## config.mk

```make
export PLATFORM = sky130hd
export DESIGN_NAME = gao_core
export DESIGN_NICKNAME = d
export VERILOG_FILES = /design/src/design/gao_sync3.v /design/src/design/gao_core.v
export VERILOG_INCLUDE_DIRS = /design/src /design/src/design
export SDC_FILE = /design/constraint.sdc
export NUM_CORES = 1
export LEC_CHECK = 0
export BUFFER_PORTS_ARGS = -buffer_cell sky130_fd_sc_hd__buf_2
export CORE_MARGIN = 2
export CORE_UTILIZATION = 59
export DETAILED_ROUTE_END_ITERATION = 8
export GPL_TIMING_DRIVEN = 1
export PLACE_DENSITY = 0.8
export SLEW_MARGIN = 10
export SYNTH_ARGS = -nofsm -noshare
export SYNTH_HDL_FRONTEND = slang
export SYNTH_HIERARCHICAL = 1
export SYNTH_SLANG_ARGS = --single-unit
```

## constraint.sdc

```tcl
create_clock -name clk_i -period 3 [get_ports clk_i]
set_clock_uncertainty 0.2 [all_clocks]
set_input_delay 0.6 -clock clk_i [delete_from_list [all_inputs] [get_ports clk_i]]
set_output_delay 0.6 -clock clk_i [all_outputs]
set_load 0.02 [all_outputs]
```

## src/design/gao_map.vh

```
`ifndef GAO_MAP_VH
`define GAO_MAP_VH
// register indices, 4-bit address, 16-bit data
`define GAO_REG_CTRL 4'h0
`define GAO_REG_SP1 4'h1
`define GAO_REG_SP2 4'h2
`define GAO_REG_STATUS 4'h3
`define GAO_REG_IRQ_STAT 4'h4
`define GAO_REG_IRQ_MASK 4'h5
`define GAO_REG_LOOP 4'h6
// control fields
`define GAO_CTRL_DLY_EN 0
`define GAO_CTRL_MSEL_LO 1
`define GAO_CTRL_MSEL_HI 2
`define GAO_CTRL_MAINT 3
`define GAO_CTRL_INHIBIT 4
`define GAO_CTRL_TEST 5
`define GAO_CTRL_O2 6
`define GAO_CTRL_RESET 16'h0001
`define GAO_SP_RESET 12'hfff
// maintenance output selection
`define GAO_MSEL_2P5 2'h0
`define GAO_MSEL_4MA 2'h1
`define GAO_MSEL_HOLD 2'h2
`define GAO_MSEL_LIVE 2'h3
// loop levels in microamps
`define GAO_UA_ZERO 16'h0fa0
`define GAO_UA_2P5 16'h09c4
`define GAO_UA_FAULT 16'h01f4
`define GAO_UA_AIR 16'h43f8
`define GAO_UA_MAX 16'h55f0
`define GAO_UA_PER_COUNT 4'h4
// irq bits
`define GAO_IRQ_STAGE1 0
`define GAO_IRQ_STAGE2 1
`define GAO_IRQ_FAULT 2
`define GAO_IRQ_READY 3
// timing
`define GAO_CLK_KHZ 100000
`define GAO_ALARM_DELAY_MS 2000
`define GAO_INIT_MS 1000
`endif

```

## src/design/gao_sync3.v

```verilog
`timescale 1ns/100ps
// three-stage pin synchroniser; output moves once stages two and three agree
module gao_sync3 (
   input wire clk_i,
   input wire reset_n_i,
   input wire pin_i,
   output reg level_o
);
   reg s1_q;
   reg s2_q;
   reg s3_q;

   always @(posedge clk_i or negedge reset_n_i) begin
      if (!reset_n_i) begin
         s1_q <= 1'b0;
         s2_q <= 1'b0;
         s3_q <= 1'b0;
         level_o <= 1'b0;
      end else begin
         s1_q <= pin_i;
         s2_q <= s1_q;
         s3_q <= s2_q;
         if (s2_q == s3_q) begin
            level_o <= s3_q;
         end
      end
   end
endmodule

```

## src/design/gao_core.v

```verilog
// What this block does
// - alarm at or above setpoint, auto clears
// - two stages, own setpoint, own red lamp
// - optional 2 s persistence delay, default on
// - contact follows alarm, self-releasing
// - green power lamp steady during detection
// - fault: yellow lamp and cause code shown
// - fault clearing reruns initialization
// - live 4-20 mA, clamped at 22 mA
// - maintenance output per selection setting
// - init/inhibit: 2.5 mA or 4 mA
// - comm option sends data and state flags
// - oxygen sensor: 17.4 mA replaces 4 mA
// - change to oxygen holds 4 mA
// - change from oxygen holds 17.4 mA
//
// Implementation choices: the placing of the registers and the plain strobed port.
`timescale 1ns/100ps
`include "gao_map.vh"
module gao_core #(
   parameter integer ALARM_DELAY_CYC = `GAO_ALARM_DELAY_MS * `GAO_CLK_KHZ,
   parameter integer INIT_CYC = `GAO_INIT_MS * `GAO_CLK_KHZ
) (
   input wire clk_i,
   input wire reset_n_i,
   input wire [3:0] addr_i,
   input wire [15:0] wdata_i,
   input wire wr_i,
   input wire rd_i,
   output reg [15:0] rdata_o,
   input wire [11:0] conc_i,
   input wire fault_i,
   input wire [3:0] fault_code_i,
   input wire confirm_key_i,
   output reg power_lamp_o,
   output reg first_stage_alarm_lamp_o,
   output reg second_stage_alarm_lamp_o,
   output reg fault_lamp_o,
   output reg [3:0] err_code_o,
   output reg alarm1_contact_o,
   output reg alarm2_contact_o,
   output reg [15:0] loop_ua_o,
   output reg [11:0] comm_conc_o,
   output reg [7:0] comm_flags_o,
   output reg irq_o
);
   localparam [2:0] ST_INIT = 3'h0;
   localparam [2:0] ST_DETECT = 3'h1;
   localparam [2:0] ST_MAINT = 3'h2;
   localparam [2:0] ST_FAULT = 3'h3;
   localparam [2:0] ST_SPEC = 3'h4;

   reg [15:0] ctrl_q;
   reg [11:0] sp1_q;
   reg [11:0] sp2_q;
   reg [3:0] irq_stat_q;
   reg [3:0] irq_mask_q;
   reg [2:0] state_q;
   reg [2:0] state_d;
   reg o2_q;
   reg [31:0] init_cnt_q;
   reg [31:0] dly1_q;
   reg [31:0] dly2_q;
   reg stage1_q;
   reg stage2_q;
   reg key_q;
   reg [15:0] loop_d;
   reg [3:0] irq_set;
   wire key_lvl;
   wire key_rise;
   wire [1:0] msel;
   wire fixed4_sel;
   wire [15:0] fixed4;
   wire [15:0] live;
   wire detecting;

   gao_sync3 u_key (
      .clk_i(clk_i),
      .reset_n_i(reset_n_i),
      .pin_i(confirm_key_i),
      .level_o(key_lvl)
   );

   ////////////////////////////////////////////////////////////////
   // loop scaling

   function [15:0] live_ua;
      input [11:0] c;
      reg [17:0] v;
      begin
         v = {6'h00, c} * {14'h0000, `GAO_UA_PER_COUNT} + {2'h0, `GAO_UA_ZERO};
         if (v > {2'h0, `GAO_UA_MAX}) begin
            live_ua = `GAO_UA_MAX;
         end else begin
            live_ua = v[15:0];
         end
      end
   endfunction

   assign key_rise = key_lvl & ~key_q;
   assign msel = ctrl_q[`GAO_CTRL_MSEL_HI:`GAO_CTRL_MSEL_LO];
   assign fixed4_sel = (msel != `GAO_MSEL_2P5);
   assign fixed4 = o2_q ? `GAO_UA_AIR : `GAO_UA_ZERO;
   assign live = live_ua(conc_i);
   assign detecting = (state_q == ST_DETECT) && !ctrl_q[`GAO_CTRL_INHIBIT];

   ////////////////////////////////////////////////////////////////
   // operating state

   always @* begin
      state_d = state_q;
      case (state_q)
         ST_INIT: begin
            if (init_cnt_q >= INIT_CYC - 1) begin
               state_d = ctrl_q[`GAO_CTRL_MAINT] ? ST_MAINT : ST_DETECT;
            end
         end
         ST_DETECT: begin
            if (ctrl_q[`GAO_CTRL_O2] != o2_q) begin
               state_d = ST_SPEC;
            end else if (ctrl_q[`GAO_CTRL_MAINT]) begin
               state_d = ST_MAINT;
            end
         end
         ST_MAINT: begin
            if (ctrl_q[`GAO_CTRL_O2] != o2_q) begin
               state_d = ST_SPEC;
            end else if (!ctrl_q[`GAO_CTRL_MAINT]) begin
               state_d = ST_DETECT;
            end
         end
         ST_SPEC: begin
            if (key_rise) begin
               state_d = ST_INIT;
            end
         end
         ST_FAULT: begin
            if (!fault_i) begin
               state_d = ST_INIT;
            end
         end
         default: begin
            state_d = ST_INIT;
         end
      endcase
      if (fault_i) begin
         state_d = ST_FAULT;
      end
   end

   ////////////////////////////////////////////////////////////////
   // loop level

   always @* begin
      loop_d = loop_ua_o;
      case (state_q)
         ST_FAULT: begin
            loop_d = `GAO_UA_FAULT;
         end
         ST_INIT: begin
            loop_d = fixed4_sel ? fixed4 : `GAO_UA_2P5;
         end
         ST_SPEC: begin
            loop_d = fixed4;
         end
         ST_MAINT: begin
            case (msel)
               `GAO_MSEL_2P5: loop_d = `GAO_UA_2P5;
               `GAO_MSEL_4MA: loop_d = fixed4;
               `GAO_MSEL_HOLD: loop_d = loop_ua_o;
               default: loop_d = live;
            endcase
         end
         ST_DETECT: begin
            if (ctrl_q[`GAO_CTRL_INHIBIT]) begin
               loop_d = fixed4_sel ? fixed4 : `GAO_UA_2P5;
            end else begin
               loop_d = live;
            end
         end
         default: begin
            loop_d = fixed4;
         end
      endcase
   end

   always @* begin
      irq_set = 4'h0;
      irq_set[`GAO_IRQ_STAGE1] = detecting && (conc_i >= sp1_q) && !stage1_q &&
                                 (!ctrl_q[`GAO_CTRL_DLY_EN] || dly1_q >= ALARM_DELAY_CYC - 1);
      irq_set[`GAO_IRQ_STAGE2] = detecting && (conc_i >= sp2_q) && !stage2_q &&
                               (!ctrl_q[`GAO_CTRL_DLY_EN] || dly2_q >= ALARM_DELAY_CYC - 1);
      irq_set[`GAO_IRQ_FAULT] = (state_d == ST_FAULT) && (state_q != ST_FAULT);
      irq_set[`GAO_IRQ_READY] = (state_q == ST_INIT) && (state_d != ST_INIT);
   end

   ////////////////////////////////////////////////////////////////
   // sequential core

   always @(posedge clk_i or negedge reset_n_i) begin
      if (!reset_n_i) begin
         state_q <= ST_INIT;
         o2_q <= 1'b0;
         init_cnt_q <= 32'h0000_0000;
         dly1_q <= 32'h0000_0000;
         dly2_q <= 32'h0000_0000;
         stage1_q <= 1'b0;
         stage2_q <= 1'b0;
         key_q <= 1'b0;
         err_code_o <= 4'h0;
         loop_ua_o <= `GAO_UA_ZERO;
      end else begin
         state_q <= state_d;
         key_q <= key_lvl;
         loop_ua_o <= loop_d;
         if (state_q == ST_SPEC && key_rise) begin
            o2_q <= ctrl_q[`GAO_CTRL_O2];
         end
         if (state_q == ST_INIT && state_d == ST_INIT) begin
            init_cnt_q <= init_cnt_q + 32'h0000_0001;
         end else begin
            init_cnt_q <= 32'h0000_0000;
         end
         if (state_d == ST_FAULT && state_q != ST_FAULT) begin
            err_code_o <= fault_code_i;
         end
         // persistence counters restart whenever the level drops below
         if (detecting && conc_i >= sp1_q) begin
            if (dly1_q < ALARM_DELAY_CYC - 1) begin
               dly1_q <= dly1_q + 32'h0000_0001;
            end
         end else begin
            dly1_q <= 32'h0000_0000;
         end
         if (detecting && conc_i >= sp2_q) begin
            if (dly2_q < ALARM_DELAY_CYC - 1) begin
               dly2_q <= dly2_q + 32'h0000_0001;
            end
         end else begin
            dly2_q <= 32'h0000_0000;
         end
         if (!(detecting && conc_i >= sp1_q)) begin
            stage1_q <= 1'b0;
         end else if (irq_set[`GAO_IRQ_STAGE1]) begin
            stage1_q <= 1'b1;
         end
         if (!(detecting && conc_i >= sp2_q)) begin
            stage2_q <= 1'b0;
         end else if (irq_set[`GAO_IRQ_STAGE2]) begin
            stage2_q <= 1'b1;
         end
      end
   end

   ////////////////////////////////////////////////////////////////
   // indicators, contacts, comm option

   always @(posedge clk_i or negedge reset_n_i) begin
      if (!reset_n_i) begin
         power_lamp_o <= 1'b0;
         first_stage_alarm_lamp_o <= 1'b0;
         second_stage_alarm_lamp_o <= 1'b0;
         fault_lamp_o <= 1'b0;
         alarm1_contact_o <= 1'b0;
         alarm2_contact_o <= 1'b0;
         comm_conc_o <= 12'h000;
         comm_flags_o <= 8'h00;
      end else begin
         power_lamp_o <= 1'b1;
         first_stage_alarm_lamp_o <= stage1_q;
         second_stage_alarm_lamp_o <= stage2_q;
         fault_lamp_o <= (state_q == ST_FAULT);
         alarm1_contact_o <= stage1_q;
         alarm2_contact_o <= stage2_q;
         // fault frames carry no concentration
         comm_conc_o <= (state_q == ST_FAULT) ? 12'h000 : conc_i;
         comm_flags_o <= {1'b1,
                          ctrl_q[`GAO_CTRL_INHIBIT] && state_q == ST_DETECT,
                          state_q == ST_FAULT,
                          state_q == ST_MAINT && ctrl_q[`GAO_CTRL_TEST],
                          state_q == ST_MAINT || (ctrl_q[`GAO_CTRL_INHIBIT] && state_q == ST_DETECT),
                          state_q == ST_INIT || state_q == ST_SPEC,
                          stage2_q,
                          stage1_q};
      end
   end

   ////////////////////////////////////////////////////////////////
   // register port and interrupt

   always @(posedge clk_i or negedge reset_n_i) begin
      if (!reset_n_i) begin
         ctrl_q <= `GAO_CTRL_RESET;
         sp1_q <= `GAO_SP_RESET;
         sp2_q <= `GAO_SP_RESET;
         irq_stat_q <= 4'h0;
         irq_mask_q <= 4'h0;
         rdata_o <= 16'h0000;
         irq_o <= 1'b0;
      end else begin
         if (wr_i && addr_i == `GAO_REG_CTRL) begin
            ctrl_q <= {9'h000, wdata_i[6:0]};
         end
         if (wr_i && addr_i == `GAO_REG_SP1) begin
            sp1_q <= wdata_i[11:0];
         end
         if (wr_i && addr_i == `GAO_REG_SP2) begin
            sp2_q <= wdata_i[11:0];
         end
         if (wr_i && addr_i == `GAO_REG_IRQ_MASK) begin
            irq_mask_q <= wdata_i[3:0];
         end
         // a new event in the clearing cycle survives the write
         if (wr_i && addr_i == `GAO_REG_IRQ_STAT) begin
            irq_stat_q <= (irq_stat_q & ~wdata_i[3:0]) | irq_set;
         end else begin
            irq_stat_q <= irq_stat_q | irq_set;
         end
         irq_o <= |((irq_stat_q | irq_set) & irq_mask_q);
         if (rd_i) begin
            case (addr_i)
               `GAO_REG_CTRL: rdata_o <= ctrl_q;
               `GAO_REG_SP1: rdata_o <= {4'h0, sp1_q};
               `GAO_REG_SP2: rdata_o <= {4'h0, sp2_q};
               `GAO_REG_STATUS: rdata_o <= {4'h0, err_code_o, o2_q, 2'h0, stage2_q, stage1_q, state_q};
               `GAO_REG_IRQ_STAT: rdata_o <= {12'h000, irq_stat_q};
               `GAO_REG_IRQ_MASK: rdata_o <= {12'h000, irq_mask_q};
               `GAO_REG_LOOP: rdata_o <= loop_ua_o;
               default: rdata_o <= 16'h0000;
            endcase
         end else begin
            rdata_o <= 16'h0000;
         end
      end
   end
endmodule

```

Word-level counts from Yosys, hierarchy flattened
Cells that the tools add are included.
{"block": "word_totals", "reg_bits": 207, "latch_bits": 0, "ram_bits": 0, "mem_bits_ro": 0, "input_bits": 42, "out_inout_bits": 63, "wordCells": 128, "memories": 0}
{"block": "op_classes", "addsub": 4, "mul": 0, "div_mod_pow": 0, "n_lt_le_gt_ge": 8, "eq_ne": 21, "n_shift": 0, "muxes": 28, "n_bitwise": 7, "n_reduce_logical": 33}
{"cell": "32-bit 2-to-1 mux", "count": 5}
{"cell": "16-bit case mux with 7 select lines", "count": 1}
{"cell": "32-bit by 1-bit adder with 32-bit output (second input constant)", "count": 3}
{"cell": "32-bit by 28-bit >= comparator with 1-bit output (second input constant)", "count": 2}
{"cell": "32-bit by 28-bit less-than comparator with 1-bit output (second input constant)", "count": 2}
{"cell": "16-bit case mux with 4 select lines", "count": 1}
{"cell": "15-bit 2-to-1 mux", "count": 4}
{"cell": "16-bit case mux with 3 select lines", "count": 1}
{"cell": "32-bit by 27-bit >= comparator with 1-bit output (second input constant)", "count": 1}
{"cell": "12-bit >= comparator", "count": 2}
{"cell": "3-bit 2-to-1 mux", "count": 7}
{"cell": "1-bit logical AND", "count": 18}
{"cell": "16-bit 2-to-1 mux", "count": 1}
{"cell": "14-bit by 12-bit adder with 15-bit output (second input constant)", "count": 1}
{"cell": "15-bit > comparator (second input constant)", "count": 1}
{"cell": "4-bit by 3-bit == test with 1-bit output (second input constant)", "count": 3}
{"cell": "12-bit 2-to-1 mux", "count": 1}
{"cell": "3-bit case mux with 4 select lines", "count": 1}
{"cell": "3-bit by 2-bit == test with 1-bit output (second input constant)", "count": 3}
{"cell": "4-bit AND", "count": 2}
{"cell": "4-bit by 2-bit == test with 1-bit output (second input constant)", "count": 2}
{"cell": "4-bit bitwise OR", "count": 2}
{"cell": "3-bit logical NOT", "count": 2}
{"cell": "2-bit != test (second input constant)", "count": 3}
{"cell": "other kinds (22)", "count": 32}

Longest topological paths before layout
Gate-level depths: netlist (run 1).
{"block": "depth", "depth_word": 10, "mapped_depth": 9, "mapped_depth_nobuf": 8}

By module
The synthesis (run 1) kept the hierarchy.
{"mod": "gao_core", "instances": 1, "cells_each": 1018, "area_per_inst_um2": 10072.2, "seq_area_each_um2": 4918.5}
{"mod": "gao_sync3", "instances": 1, "cells_each": 5, "area_per_inst_um2": 111.4, "seq_area_each_um2": 100.1}

Least setup slack after synthesis (run 1)
OpenSTA, ideal clock, no wires.
{"block": "synth_path", "path_kind": "input -> register", "start": "input conc_i[8]", "end": "register loop_ua_o[10]", "setup_ns": 0.060, "t_arrival_ns": 2.312, "slack_ns": 0.428, "stages": 7, "path_buffers": 1, "path_cell_list": "or4_4 or3_1 or2_2 clkbuf_1 a22o_1 o211ai_1 o21a_1"}
{"block": "synth_between", "elab_chain_len": 5, "word_cells_on_any_way": 6, "classes_between": "add/sub: 1; order compare: 1; mux: 4"}
{"item": "start, declared", "line_no": "gao_core.v:31", "rtl": "input wire [11:0] conc_i,"}
{"item": "14-bit by 12-bit adder with 15-bit output *", "line_no": "gao_core.v:91", "rtl": "v = {6'h00, c} * {14'h0000, `GAO_UA_PER_COUNT} + {2'h0, `GAO_UA_ZERO};"}
{"item": "15-bit > comparator", "line_no": "gao_core.v:92", "rtl": "if (v > {2'h0, `GAO_UA_MAX}) begin"}
{"item": "15-bit 2-to-1 mux *", "line_no": "gao_core.v:92"}
{"item": "16-bit case mux with 3 select lines / 15-bit 2-to-1 mux (equally long branches)", "line_no": "gao_core.v:167, gao_core.v:175"}
{"item": "16-bit case mux with 4 select lines *", "line_no": "gao_core.v:156", "rtl": "case (state_q)"}
{"item": "end signal, assigned", "line_no": "gao_core.v:211", "rtl": "loop_ua_o <= `GAO_UA_ZERO;"}
{"item": "end signal, assigned", "line_no": "gao_core.v:215", "rtl": "loop_ua_o <= loop_d;"}
{"item": "end, declared", "line_no": "gao_core.v:42", "rtl": "output reg [15:0] loop_ua_o,"}
Mark *: on every way between the ends. The rest lies on a longest branch, timed or not. The select of a mux whose other input is x is not followed.
A chain may end at the register's enable or synchronous reset.

Worst setup path in the final report (run 1)
{"block": "layout_path", "start": "register dly1_q[0]", "end": "register dly1_q[25]"}
{"block": "layout_between", "elab_chain_len": 3, "word_cells_on_any_way": 5, "classes_between": "add/sub: 1; order compare: 1; eq/ne: 1; mux: 2"}
{"item": "start, declared", "line_no": "gao_core.v:62", "rtl": "reg [31:0] dly1_q;"}
{"item": "start signal, assigned", "line_no": "gao_core.v:230", "rtl": "dly1_q <= dly1_q + 32'h0000_0001;"}
{"item": "32-bit by 1-bit adder with 32-bit output", "line_no": "gao_core.v:230"}
{"item": "32-bit 2-to-1 mux", "line_no": "gao_core.v:229", "rtl": "if (dly1_q < ALARM_DELAY_CYC - 1) begin"}
{"item": "32-bit 2-to-1 mux", "line_no": "gao_core.v:228", "rtl": "if (detecting && conc_i >= sp1_q) begin"}
Parallel ways exist; a longest one is shown, timed or not. The select of a mux whose other input is x is not followed.

==> results of run 1 <==
## metal layers
metal	share of wire	wire length [um]	vias to the layer above	track usage
met5	0.00056	14	-	0
met1	0.42	10400	4028	0.383
met4	0.035	865	4	0.127
met2	0.48	11900	323	0.450
li1	-	-	3897	-
met3	0.065	1610	77	0.0471
## stage by stage
| step | power [mW] | hold WS (ps) | worst slack, ps |
|---|---|---|---|
| finish | 6.96 | 62.4 | 266 |
| detailed placement | 4.55 | 142 | 125 |
| global route | 7.24 | 54.4 | 13.1 |
| floorplan | 4.05 | 104 | 428 |
| global placement | 4.50 | 138 | 238 |
| CTS | 6.97 | 51.3 | 292 |
## critical path: cells and delay by family (launching register included)
family	cells	cell delay (ps)
AO/OA/AOI/OAI	3	1100
adder cells (fa/ha/maj)	1	260
flip-flops	1	430
multiplexers	1	160
AND/OR/NAND/NOR	2	460
## sequential cells by signal (all words and copies together) (netlist names), 7 cells and up
register      flops
comm_conc_o      12
sp1_q            12
dly1_q           32
dly2_q           32
init_cnt_q       32
loop_ua_o        13
ctrl_q            7
comm_flags_o      8
rdata_o          15
sp2_q            12
## cell type report
type	count	area (um^2)
fillers	1283	5350
diodes	1	2.50
clock buffers	21	450
multi-input cells	732	4790
flip-flops and latches	199	5020
inverters	54	203
repair buffers	131	792
well taps	225	282
clock inverters	11	173
## power by group through the flow
| stage | registers, mW | clock network [mW] | logic [mW] |
|---|---|---|---|
| 2_1_floorplan | 3.33 | 0 | 0.725 |
| 3_3_place_gp | 3.28 | 0 | 1.23 |
| 3_5_place_dp | 3.29 | 0 | 1.26 |
| 4_1_cts | 3.24 | 2.45 | 1.27 |
| 5_1_grt | 3.28 | 2.56 | 1.40 |
| 6_report | 3.25 | 2.43 | 1.28 |
## synth_stat cells (26+ instances only)
cell and number:
nand3_1 38, ha_1 29, nor2_1 113, mux2_2 40, xnor2_1 38, clkbuf_1 26, dfstp_2 31, o21ai_0 34
nand2_1 71, dfrtp_1 168, inv_1 54, a21oi_1 68
## cells by family after synthesis
kind of cell / Yosys count
AO/OA/AOI/OAI: 204
XOR/XNOR: 51
adder cells (fa/ha/maj): 30
buffers and inverters: 100
flip-flops: 199
multiplexers: 48
other: 2
AND/OR/NAND/NOR: 389
## final timing paths
kind                                       to  slack [ps]  cells after the start
worst min register to register     u_key/s2_q         160                      0
min in group asynchronous       loop_ua_o[13]         500                      2
worst min-delay path               u_key/s1_q          60                      1
worst max register to register     dly1_q[25]         270                      7
worst max-delay path               dly1_q[25]         270                      7
max in group asynchronous           sp2_q[11]        1360                      3
## what timing repair did
item / 4_1_cts / 5_1_grt
setup buffers: 0 / 0
hold buffers: 1 / 0
hold endpoints to repair: 57 / 0
## cell usage in the layout (no fill, tap or decap), types with 15 or more instances in the layout
cell type  instances
and2_1            19
nor3_1            21
inv_1             54
xnor2_1           38
buf_4             31
ha_1              29
dfrtp_1          168
dfstp_2           31
a21oi_1           68
nand3_1           38
nand4_1           22
and3_1            16
buf_2             95
nor2_1           113
o21ai_0           34
nand2_1           71
or3_1             18
mux2_2            40
nor4_1            15
clkbuf_16         17
==> results_tabular.tex, run 1 <==
\begin{tabular}{lr}
\hline
Metric & Value \\
\hline
\multicolumn{2}{l}{\textbf{Place}} \\
\quad HPWL after detailed placement & 17500 um \\
\quad IO buf count & 96 \\
\quad GP Congestion & 0.962 \\
\quad Placed Instances & 1340 \\
\quad Placement-stage cell area & 11100 um\^{}2 \\
\multicolumn{2}{l}{\textbf{Pwr}} \\
\quad Switching power summed over all nets & 2.02 mW \\
\quad Internal power & 4.94 mW \\
\quad Worst ir drop on vdd & 0.470 mV \\
\quad Static Leakage & 5.02 nW \\
\quad Sw Share & 0.290 \\
\quad Fraction of power consumed by the clock network & 0.349 \\
\quad Proportion of power drawn by combinational gates & 0.183 \\
\quad Sequential share of power & 0.467 \\
\quad Pwr/cell area & 594 nW/um\^{}2 \\
\multicolumn{2}{l}{\textbf{Setup path}} \\
\quad Critical path startpoint category & register \\
\quad Data required time of the critical path & 3120 ps \\
\quad Critical register-to-register path startpoint & dly1\_q[0] \\
\quad Crit path from & dly1\_q[0] \\
\quad Peak per-stage delay on the critical path & 660 ps \\
\quad Highest fanout seen on the critical path & 10 \\
\quad Crit path kind & reg -> reg \\
\quad Critical-path cell with the highest stage delay & a2111oi\_4 \\
\quad CP arrival & 2860 ps \\
\quad Critical Path End Type & register \\
\quad Critical-path cell list & ha\_1 > and4\_1 > a211oi\_4 > o21ai\_4 > a2111oi\_4 > nand3\_1 > mux2i\_1 \\
\multicolumn{2}{l}{\textbf{Drt}} \\
\quad Post-route DRC violation count & 0 \\
\quad Pre-Repair DR Iteration Count & 5 \\
\quad Avg Vias per Cell & 6.06 \\
\quad Routed wire length per instance & 18.0 um \\
\quad Total Routed Length & 24800 um \\
\quad Number of nets with antenna violations after routing & 0 \\
\quad Total vias in the final route & 8329 \\
\quad Number of DRC violations after detailed-routing iteration 0 & 645 \\
\multicolumn{2}{l}{\textbf{Finish}} \\
\quad Ratio of cells with drive above 1 in the final layout & 0.219 \\
\quad Design Area, Final & 11700 um\^{}2 \\
\quad Cell Count, Final, Fillers Out & 1374 \\
\quad Final standard cell utilization of the core & 0.686 \\
\quad Layout overhead on the synthesized area & 15.0\% \\
\quad Total Nets Final & 1206 \\
\multicolumn{2}{l}{\textbf{Global routing}} \\
\quad Remaining Overflow, GRT & 0 \\
\quad Vias in the first global route & 7964 \\
\quad Antenna violations before repair & 3 \\
\quad All-layer global routing usage & 0.282 \\
\quad Pin count of the biggest net entering global routing & 64 \\
\quad Global-route wire length before repair & 40400 um \\
\multicolumn{2}{l}{\textbf{Clock tree}} \\
\quad Clock tree from TritonCTS & yes \\
\quad Clock network latency to the later pin of the worst-skew pair & 440 ps \\
\quad Clock buffers created by TritonCTS & 17 \\
\quad TritonCTS sink count & 199 \\
\quad Max Buffers Root-to-Sink & 2 \\
\quad H-Tree Depth & 4 \\
\quad Cells resized by post-CTS repair & 0 \\
\quad Clock-pin slew reported for the worst setup and hold paths after clock tree synthesis & 70 ps \\
\quad Clock root buffer & clkbuf\_16 \\
\multicolumn{2}{l}{\textbf{Synth}} \\
\quad XOR/XNOR Fraction of Synth Area & 0.0439 \\
\quad Most frequently used flop master after synthesis & dfrtp\_1 \\
\quad Post-synth ARST share & 1.00 \\
\quad Unique masters post-synth & 73 \\
\quad Number of warnings printed during yosys synthesis & 6 \\
\quad Post-synthesis compound-gate area fraction & 0.137 \\
\quad Post-synthesis area per instance & 9.95 um\^{}2 \\
\quad Proportion of netlist area held by the largest area contributor & 0.413 \\
\quad Number of flops mapped to enable cells by yosys & 0 \\
\quad Library cell occupying the most area in the post-synthesis netlist & dfrtp\_1 \\
\quad Flip-flop and latch count after synthesis & 199 \\
\quad Combinational family with the most area after synthesis & simple AND/OR/NAND/NOR gates \\
\quad Fraction of the yosys area taken by sequential cells & 0.493 \\
\quad Dominant cells by area after synthesis & dfrtp\_1 41\%, dfstp\_2 8.0\%, mux2\_2 4.4\% \\
\quad Post-Syn Instances & 1023 \\
\quad Multiplexer area fraction after synthesis & 0.0521 \\
\quad Adder-cell share of the synthesized area & 0.0367 \\
\quad Simple-Gate Fraction of Synth Area & 0.195 \\
\quad Post-synthesis instance area & 10200 um\^{}2 \\
\multicolumn{2}{l}{\textbf{Floorplan}} \\
\quad Initial core utilization & 0.597 \\
\quad Floorplan row count & 48 \\
\quad Area of the die & 18300 um\^{}2 \\
\quad IO Pins & 105 \\
\quad Die outline width & 135 um \\
\quad Core footprint & 17100 um\^{}2 \\
\quad DIE HEIGHT & 135 um \\
\multicolumn{2}{l}{\textbf{Job}} \\
\quad Count of maximum capacitance violations & 0 \\
\multicolumn{2}{l}{\textbf{Timing}} \\
\quad Fin. Hold Viols & 0 \\
\quad Max transition margin & 0.386 \\
\quad Number of endpoints failing setup at the final stage & 0 \\
\quad Final min period & 2730 ps \\
\quad Unrepaired setup endpoints after global routing & false \\
\quad Final worst-path cycle share & 0.911 \\
\quad Least-Margin Pin Slew & 912 ps \\
\quad Maximum clock frequency & 366 MHz \\
\quad Setup TNS & 0 ps \\
\quad Final slew viol count & 0 \\
\multicolumn{2}{l}{\textbf{Outcome}} \\
\quad Outcome & finished, final reports clean \\
\multicolumn{2}{l}{\textbf{Min path}} \\
\quad Worst hold path type & in -> reg \\
\quad Worst hold path startpoint & confirm\_key\_i \\
\hline
\end{tabular}
(Power assumes the default switching activity.)
==> run 2, diff against run 1 <==
Settings changed: CORE_UTILIZATION 59 to 60, PLACE_DENSITY 0.8 to 0.81.
Clock period 3 ns to 3.55 ns, I/O delays scaled along.
==> run 2 against run 1 <==
  * Non-clock buffer count shrank 10
  * Cell area shrank 0.40%
  * Clock power shrank 10%
  * Register-to-register slack gained 390 ps
  * Setup slack gained 390 ps
  * Sequential power shrank 15%
==> results_tabular.tex, run 2 (same netlist as run 1, synthesis figures left out) <==
\begin{tabular}{lr}
\hline
Metric & Value \\
\hline
\multicolumn{2}{l}{\textbf{Clock tree}} \\
\quad Cells resized by post-CTS repair & 0 (unchanged) \\
\quad Clock buffers created by TritonCTS & 17 (unchanged) \\
\quad Clock network latency to the later pin of the worst-skew pair & 430 ps (about the same) \\
\quad Cts-stage hold buffer count & 0 (-1) \\
\quad Clock root buffer & clkbuf\_16 \\
\quad Setup repair bufs after CTS & 0 (unchanged) \\
\quad Max Buffers Root-to-Sink & 2 (unchanged) \\
\quad Clock tree from TritonCTS & yes \\
\quad H-Tree Depth & 4 (unchanged) \\
\quad Clock-pin slew reported for the worst setup and hold paths after clock tree synthesis & 70 ps (about the same) \\
\quad TritonCTS sink count & 199 (unchanged) \\
\multicolumn{2}{l}{\textbf{Global routing}} \\
\quad Antenna violations before repair & 0 (-3) \\
\quad All-layer global routing usage & 0.278 (-0.00400) \\
\quad Global-route wire length before repair & 39700 um (-1.7\%) \\
\quad Pin count of the biggest net entering global routing & 82 (+28\%) \\
\quad Vias in the first global route & 7935 (-0.36\%) \\
\quad Remaining Overflow, GRT & 0 (unchanged) \\
\multicolumn{2}{l}{\textbf{Timing}} \\
\quad Final min period & 2900 ps (+165 ps) \\
\quad Fin. Hold Viols & 0 (unchanged) \\
\quad Unrepaired setup endpoints after global routing & false \\
\quad Setup TNS & 0 ps (unchanged) \\
\quad Final worst-path cycle share & 0.817 (-0.0947) \\
\quad Final slew viol count & 0 (unchanged) \\
\quad Least-Margin Pin Slew & 787 ps (-125 ps) \\
\quad Number of endpoints failing setup at the final stage & 0 (unchanged) \\
\quad Max transition margin & 0.468 (+0.0825) \\
\quad Final WS setup & 651 ps (+385 ps) \\
\quad Maximum clock frequency & 345 MHz (-5.7\%) \\
\multicolumn{2}{l}{\textbf{Finish}} \\
\quad Leading cell types in the layout, fill and taps excluded & 168 x dfrtp\_1, 113 x nor2\_1, 95 x buf\_2 \\
\quad Footprint of the multi-input gates & 4790 um\^{}2 (unchanged) \\
\quad Cell Count, Final, Fillers Out & 1358 (-1.2\%) \\
\quad Ratio of cells with drive above 1 in the final layout & 0.214 (-0.00511) \\
\quad Total Nets Final & 1196 (-0.83\%) \\
\quad Fillers & 1191 (-7.2\%) \\
\quad Most frequent standard cell in the layout excluding fill and tap cells & dfrtp\_1 \\
\quad Design Area, Final & 11700 um\^{}2 (-0.40\%) \\
\quad Storage cell area & 5020 um\^{}2 (unchanged) \\
\quad Final standard cell utilization of the core & 0.703 (+0.0168) \\
\quad ANT cells & 0 (-1) \\
\quad Largest registers ranked by flip-flop count & dly1\_q x32, dly2\_q x32, init\_cnt\_q x32 \\
\quad Layout overhead on the synthesized area & 14.5\% \\
\multicolumn{2}{l}{\textbf{Floorplan}} \\
\quad Floorplan row count & 47 (-2.1\%) \\
\quad Area of the die & 18000 um\^{}2 (-1.6\%) \\
\quad Core footprint & 16600 um\^{}2 (-2.8\%) \\
\quad DIE HEIGHT & 134 um (-0.81\%) \\
\quad IO Pins & 105 (unchanged) \\
\quad Initial core utilization & 0.614 (+0.0170) \\
\quad Die outline width & 134 um (-0.81\%) \\
\multicolumn{2}{l}{\textbf{Place}} \\
\quad Placed Instances & 1326 (-1.0\%) \\
\quad Worst setup slack after placement & 385 ps (+260 ps) \\
\quad Placement-stage cell area & 11000 um\^{}2 (-0.78\%) \\
\quad HPWL after detailed placement & 17300 um (-1.1\%) \\
\quad GP Congestion & 0.908 (-5.7\%) \\
\quad IO buf count & 96 (unchanged) \\
\multicolumn{2}{l}{\textbf{Drt}} \\
\quad Avg Vias per Cell & 6.08 (+0.38\%) \\
\quad Routed metal-1 wire length & 10600 um (+2.0\%) \\
\quad Post-route DRC violation count & 0 (unchanged) \\
\quad Pre-Repair DR Iteration Count & 7 (+2) \\
\quad Total vias in the final route & 8263 (-0.79\%) \\
\quad Met2 wire length & 11700 um (-1.7\%) \\
\quad Number of nets with antenna violations after routing & 0 (unchanged) \\
\quad Total Routed Length & 24500 um (-1.1\%) \\
\quad Met3 WL & 1550 um (-3.6\%) \\
\quad Number of DRC violations after detailed-routing iteration 0 & 692 (+7.3\%) \\
\quad Routed wire length per instance & 18.1 um (+0.10\%) \\
\quad Uppermost layer routed & met4 \\
\multicolumn{2}{l}{\textbf{Setup path}} \\
\quad Data required time of the critical path & 3700 ps (+580 ps) \\
\quad Critical register-to-register path startpoint & dly2\_q[0] \\
\quad CP arrival & 3050 ps (+190 ps) \\
\quad Highest fanout seen on the critical path & 18 (+8) \\
\quad Crit path kind & reg -> reg \\
\quad Critical path startpoint category & register \\
\quad Crit path from & dly2\_q[0] \\
\quad Critical Path End Type & register \\
\multicolumn{2}{l}{\textbf{Pwr}} \\
\quad Pwr/cell area & 515 nW/um\^{}2 (-13\%) \\
\quad Worst ir drop on vdd & 0.360 mV (-23\%) \\
\quad Static Leakage & 4.99 nW (-0.52\%) \\
\multicolumn{2}{l}{\textbf{Outcome}} \\
\quad Outcome & finished, final reports clean \\
\multicolumn{2}{l}{\textbf{Job}} \\
\quad Count of maximum capacitance violations & 0 (unchanged) \\
\multicolumn{2}{l}{\textbf{Min path}} \\
\quad Worst hold path type & in -> async \\
\hline
\end{tabular}
[run 2: cell types whose count changed in the layout (fill, tap and decap cells not counted), sizes merged]
cell / before / now
buf: 129 / 120
bufinv: 4 / 6
clkinv: 5 / 3
clkbuf: 22 / 21
diode: 1 / 0
dlygate4sd3: 1 / 0
inv: 55 / 56
[run 2: stage by stage]
step                      hold slack (ps)  power, mW
after floorplan                       131       3.42
after global placement                135       3.81
after detailed placement              141       3.84
after CTS                             138       6.01
after global routing                  157       6.25
final                                 121       6.00
[run 2: worst paths after layout]
path                          endpoint  slack, ps  cells past startpoint
setup reg to reg            dly2_q[20]        650                      8
max in group asynchronous    ctrl_q[0]       2300                      2
setup / recovery            dly2_q[20]        650                      8
hold / removal             rdata_o[12]        120                      1
min in group clk_i          u_key/s2_q        160                      0
hold reg to reg             u_key/s2_q        160                      0
[run 2: layout make-up]
cell class	count	area share
sequential	199	0.430
tap	220	0.0236
clock buffer	20	0.0392
timing repair buffer	121	0.0602
multi-input combinational	732	0.411
clock inverter	12	0.0188
inverter	54	0.0174
[run 2: critical path, stage by stage, from the launching register on]
cell	delay, ps
dfrtp_1	390
ha_1	240
nand2_1	150
nor3_2	480
o2111ai_1	290
a21oi_2	470
buf_4	310
o31ai_1	110
a21oi_1	160
[run 2: metal layers]
layer	vias up	GRT usage
met3	49	0.0491
met2	320	0.458
li1	3863	-
met5	-	0
met4	0	0.109
met1	4031	0.370
[run 2: where the power goes]
| group | leakage, nW | switching (mW) | internal, mW |
|---|---|---|---|
| Sequential | 2.56 | 0.210 | 2.54 |
| Combinational | 2.11 | 0.640 | 0.426 |
| Clock | 0.328 | 0.824 | 1.36 |
| Total | 4.99 | 1.67 | 4.33 |
==> run 3, diff against run 2 <==
Settings changed: ABC_AREA from default to 1, CORE_UTILIZATION 60 to 54, PLACE_DENSITY 0.81 to 0.77.
Clock period 3.55 ns to 2.53 ns, I/O delays scaled along.
==> run 3 against run 2 <==
  * Routed wire length increased by 4.3%
  * Largest cell class unchanged
  * Maximum frequency is 24% higher
  * Non-clock buffer count increased by 16
  * Setup slack got worse by 460 ps
  * Critical path type unchanged
==> results_tabular.tex, run 3 <==
\begin{tabular}{lr}
\hline
Metric & Value \\
\hline
\multicolumn{2}{l}{\textbf{Drt}} \\
\quad Number of DRC violations after detailed-routing iteration 0 & 675 (-2.5\%) \\
\quad Number of nets with antenna violations after routing & 0 (unchanged) \\
\quad Uppermost layer routed & met5 \\
\quad Met2 wire length & 12100 um (+3.2\%) \\
\quad Met3 WL & 1380 um (-11\%) \\
\quad Pre-Repair DR Iteration Count & 7 (unchanged) \\
\quad Post-route DRC violation count & 0 (unchanged) \\
\quad Total Routed Length & 25600 um (+4.3\%) \\
\quad Routed wire length per instance & 15.0 um (-17\%) \\
\quad Routed metal-1 wire length & 11600 um (+9.9\%) \\
\quad Avg Vias per Cell & 5.30 (-13\%) \\
\quad Total vias in the final route & 9017 (+9.1\%) \\
\multicolumn{2}{l}{\textbf{Setup path}} \\
\quad Top Family by Delay on Critical Path & simple AND/OR/NAND/NOR gates \\
\quad Critical Path End Type & register \\
\quad Critical-path cell list & inv\_1 > ha\_1 > nand2\_1 > nor2\_2 > and2\_1 > nand2\_1 > nand4\_1 > buf\_4 > nand3\_1 > o21ai\_0 > a21oi\_1 > nand3\_1 \\
\quad Worst-case reg-to-reg path depth & 12 (+4) \\
\quad Peak per-stage delay on the critical path & 530 ps (+50 ps) \\
\quad Critical path depth in cells & 12 (+4) \\
\quad CP arrival & 2450 ps (-600 ps) \\
\quad Crit path kind & reg -> reg \\
\quad Highest fanout seen on the critical path & 3 (-15) \\
\quad Critical path startpoint category & register \\
\quad Critical path buffer and inverter count & 2 (+1) \\
\quad Data required time of the critical path & 2640 ps (-1060 ps) \\
\quad Critical-path cell with the highest stage delay & dfstp\_2 \\
\multicolumn{2}{l}{\textbf{Synth}} \\
\quad Number of flops mapped to enable cells by yosys & 0 (unchanged) \\
\quad Most frequently used flop master after synthesis & dfrtp\_1 \\
\quad Post-synthesis area per instance & 8.05 um\^{}2 (-19\%) \\
\quad Library cell occupying the most area in the post-synthesis netlist & dfrtp\_1 \\
\quad Fraction of the yosys area taken by sequential cells & 0.481 (-0.0114) \\
\quad Post-Syn Instances & 1295 (+27\%) \\
\quad Dominant cells by area after synthesis & dfrtp\_1 40\%, nand2\_1 9.2\%, dfstp\_2 7.8\% \\
\quad Post-synth top cells & 255 x nand2\_1, 191 x nor2\_1, 185 x inv\_1 \\
\quad Post-synthesis instance area & 10400 um\^{}2 (+2.4\%) \\
\quad Number of warnings printed during yosys synthesis & 6 (unchanged) \\
\quad Proportion of netlist area held by the largest area contributor & 0.403 (-0.00951) \\
\quad Unique masters post-synth & 50 (-32\%) \\
\quad Post-synth ARST share & 1.00 (unchanged) \\
\quad Most frequent cell after synthesis & nand2\_1 \\
\quad Flip-flop and latch count after synthesis & 199 (unchanged) \\
\multicolumn{2}{l}{\textbf{Finish}} \\
\quad Design Area, Final & 12100 um\^{}2 (+3.6\%) \\
\quad Cell Count, Final, Fillers Out & 1702 (+25\%) \\
\quad ANT cells & 0 (unchanged) \\
\quad Ratio of cells with drive above 1 in the final layout & 0.172 (-0.0415) \\
\quad Layout overhead on the synthesized area & 15.9\% \\
\quad Most frequent standard cell in the layout excluding fill and tap cells & nand2\_1 \\
\quad Final standard cell utilization of the core & 0.641 (-0.0618) \\
\quad Leading cell types in the layout, fill and taps excluded & 253 x nand2\_1, 187 x nor2\_1, 185 x inv\_1 \\
\quad Total Nets Final & 1500 (+25\%) \\
\quad Largest registers ranked by flip-flop count & dly1\_q x32, dly2\_q x32, init\_cnt\_q x32 \\
\multicolumn{2}{l}{\textbf{Outcome}} \\
\quad Outcome & finished, final reports clean \\
\multicolumn{2}{l}{\textbf{Timing}} \\
\quad Unrepaired setup endpoints after global routing & true \\
\quad Final slew viol count & 0 (unchanged) \\
\quad Final worst hold slack & 85.3 ps (-35.5 ps) \\
\quad Maximum clock frequency & 428 MHz (+24\%) \\
\quad Final min period & 2340 ps (-560 ps) \\
\quad Number of endpoints failing setup at the final stage & 0 (unchanged) \\
\quad Fin. Hold Viols & 0 (unchanged) \\
\quad Final worst-path cycle share & 0.925 (+0.108) \\
\multicolumn{2}{l}{\textbf{Place}} \\
\quad Placement-stage cell area & 11400 um\^{}2 (+3.9\%) \\
\quad IO buf count & 96 (unchanged) \\
\quad GP Congestion & 0.930 (+2.5\%) \\
\quad Placed Instances & 1666 (+26\%) \\
\quad HPWL after detailed placement & 18900 um (+9.4\%) \\
\multicolumn{2}{l}{\textbf{Floorplan}} \\
\quad Core footprint & 18800 um\^{}2 (+14\%) \\
\quad Die outline width & 143 um (+6.4\%) \\
\quad DIE HEIGHT & 143 um (+6.4\%) \\
\quad Floorplan row count & 50 (+6.4\%) \\
\quad IO Pins & 105 (unchanged) \\
\quad Area of the die & 20400 um\^{}2 (+13\%) \\
\quad Initial core utilization & 0.554 (-0.0605) \\
\multicolumn{2}{l}{\textbf{Global routing}} \\
\quad All-layer global routing usage & 0.261 (-0.0174) \\
\quad Pin count of the biggest net entering global routing & 55 (-33\%) \\
\quad Antenna violations before repair & 1 (+1) \\
\quad Remaining Overflow, GRT & 0 (unchanged) \\
\quad Global-route wire length before repair & 42000 um (+5.7\%) \\
\quad Vias in the first global route & 8615 (+8.6\%) \\
\multicolumn{2}{l}{\textbf{Clock tree}} \\
\quad Clock tree from TritonCTS & yes \\
\quad H-Tree Depth & 4 (unchanged) \\
\quad Clock root buffer & clkbuf\_16 \\
\quad TritonCTS sink count & 199 (unchanged) \\
\quad Clock buffers created by TritonCTS & 17 (unchanged) \\
\quad Clock-pin slew reported for the worst setup and hold paths after clock tree synthesis & 70 ps (about the same) \\
\quad Clock network latency to the later pin of the worst-skew pair & 440 ps (about the same) \\
\quad Max Buffers Root-to-Sink & 2 (unchanged) \\
\multicolumn{2}{l}{\textbf{Min path}} \\
\quad Worst hold path type & in -> reg \\
\quad Hold depth & 2 \\
\multicolumn{2}{l}{\textbf{Pwr}} \\
\quad Internal power & 5.71 mW (+32\%) \\
\quad Sw Share & 0.320 (+0.0415) \\
\quad Worst ir drop on vdd & 0.529 mV (+47\%) \\
\quad Pwr/cell area & 696 nW/um\^{}2 (+35\%) \\
\quad Switching power summed over all nets & 2.69 mW (+61\%) \\
\quad Total power of the final layout & 8.41 mW (+40\%) \\
\quad Fraction of power consumed by the clock network & 0.333 (-0.031) \\
\quad Proportion of power drawn by combinational gates & 0.207 (+0.029) \\
\quad Sequential share of power & 0.459 (about the same) \\
\quad Static Leakage & 5.72 nW (+14\%) \\
\multicolumn{2}{l}{\textbf{Job}} \\
\quad Count of maximum capacitance violations & 0 (unchanged) \\
\hline
\end{tabular}
## run 3: cell types whose count changed in the layout (fill, tap and decap cells not counted), sizes merged, moves of 16 or more
cell | previous run | this run
nor2 | 113 | 199
nor3 | 22 | 45
o21ai | 35 | 80
and2 | 20 | 2
and3 | 16 | 0
inv | 56 | 194
nand3 | 38 | 68
mux2 | 40 | 4
or3 | 18 | 0
nand2 | 71 | 259
xnor2 | 38 | 5
## run 3: routing by layer
metal | GRT usage | up-vias
met2 | 0.419 | 264
met3 | 0.0443 | 39
met4 | 0.0834 | 2
met5 | 0 | -
met1 | 0.363 | 4269
li1 | - | 4443
## run 3: final cells by class
class / count / area, um^2
sequential: 199 / 5020
tap: 260 / 325
clock inverter: 12 / 143
inverter: 191 / 717
clock buffer: 20 / 457
fill: 1642 / 6750
multi-input combinational: 883 / 4570
timing repair buffer: 137 / 852
## run 3: cells by family (layout without fill, tap and decap cells)
family                     count (synthesis)  after routing  share of synthesized area
and+or+nand+nor                          614            614                      0.264
buffers and inverters                    221            360                     0.0857
AOI/OAI and AO/OA                        199            199                      0.107
other                                      2             10                   0.000720
adders and majority gates                 29             29                     0.0348
DFF                                      199            199                      0.481
xor gates and xnor gates                  27             27                     0.0227
muxes                                      4              4                    0.00432
## run 3: what timing repair did
item                                    in CTS  in global routing
gates resized for setup                      0                  9
setup buffers                                0                  2
hold endpoints to repair                    47                  0
hold buffers                                 2                  0
endpoints found under the setup margin       0                 36
## run 3: stage by stage
step           setup WS, ps  TNS (ps)
4_1_cts                87.3         0
6_report                191         0
3_3_place_gp           73.9         0
5_1_grt               -7.45     -17.9
2_1_floorplan           295         0
3_5_place_dp           32.4         0
## run 3: worst reg2reg max path, delay by kind of cell, from the launching register on
family / cells / cell delay [ps]
and+or+nand+nor: 7 / 690
adders and majority gates: 1 / 280
DFF: 1 / 530
AOI/OAI and AO/OA: 2 / 270
buffers and inverters: 2 / 250
## run 3: path summary, 6_finish.rpt
check	slack (ps)	from	end
worst max-delay path	190	sp2_q[11]	irq_o
worst min-delay path	90	fault_i	state_q[2]
worst max register to register	190	sp2_q[11]	irq_o
worst min register to register	160	u_key/s1_q	u_key/s2_q
max in group asynchronous	1060	reset_n_i	sp1_q[4]
min in group asynchronous	380	reset_n_i	init_cnt_q[3]
## run 3: power by group through the flow
stage	combinational (mW)	clock, mW	sequential, mW
after floorplan	0.916	0	4.02
after global placement	1.68	0	3.91
after detailed placement	1.71	0	3.91
after CTS	1.73	2.84	3.85
after global routing	1.95	2.96	3.89
final	1.74	2.80	3.86
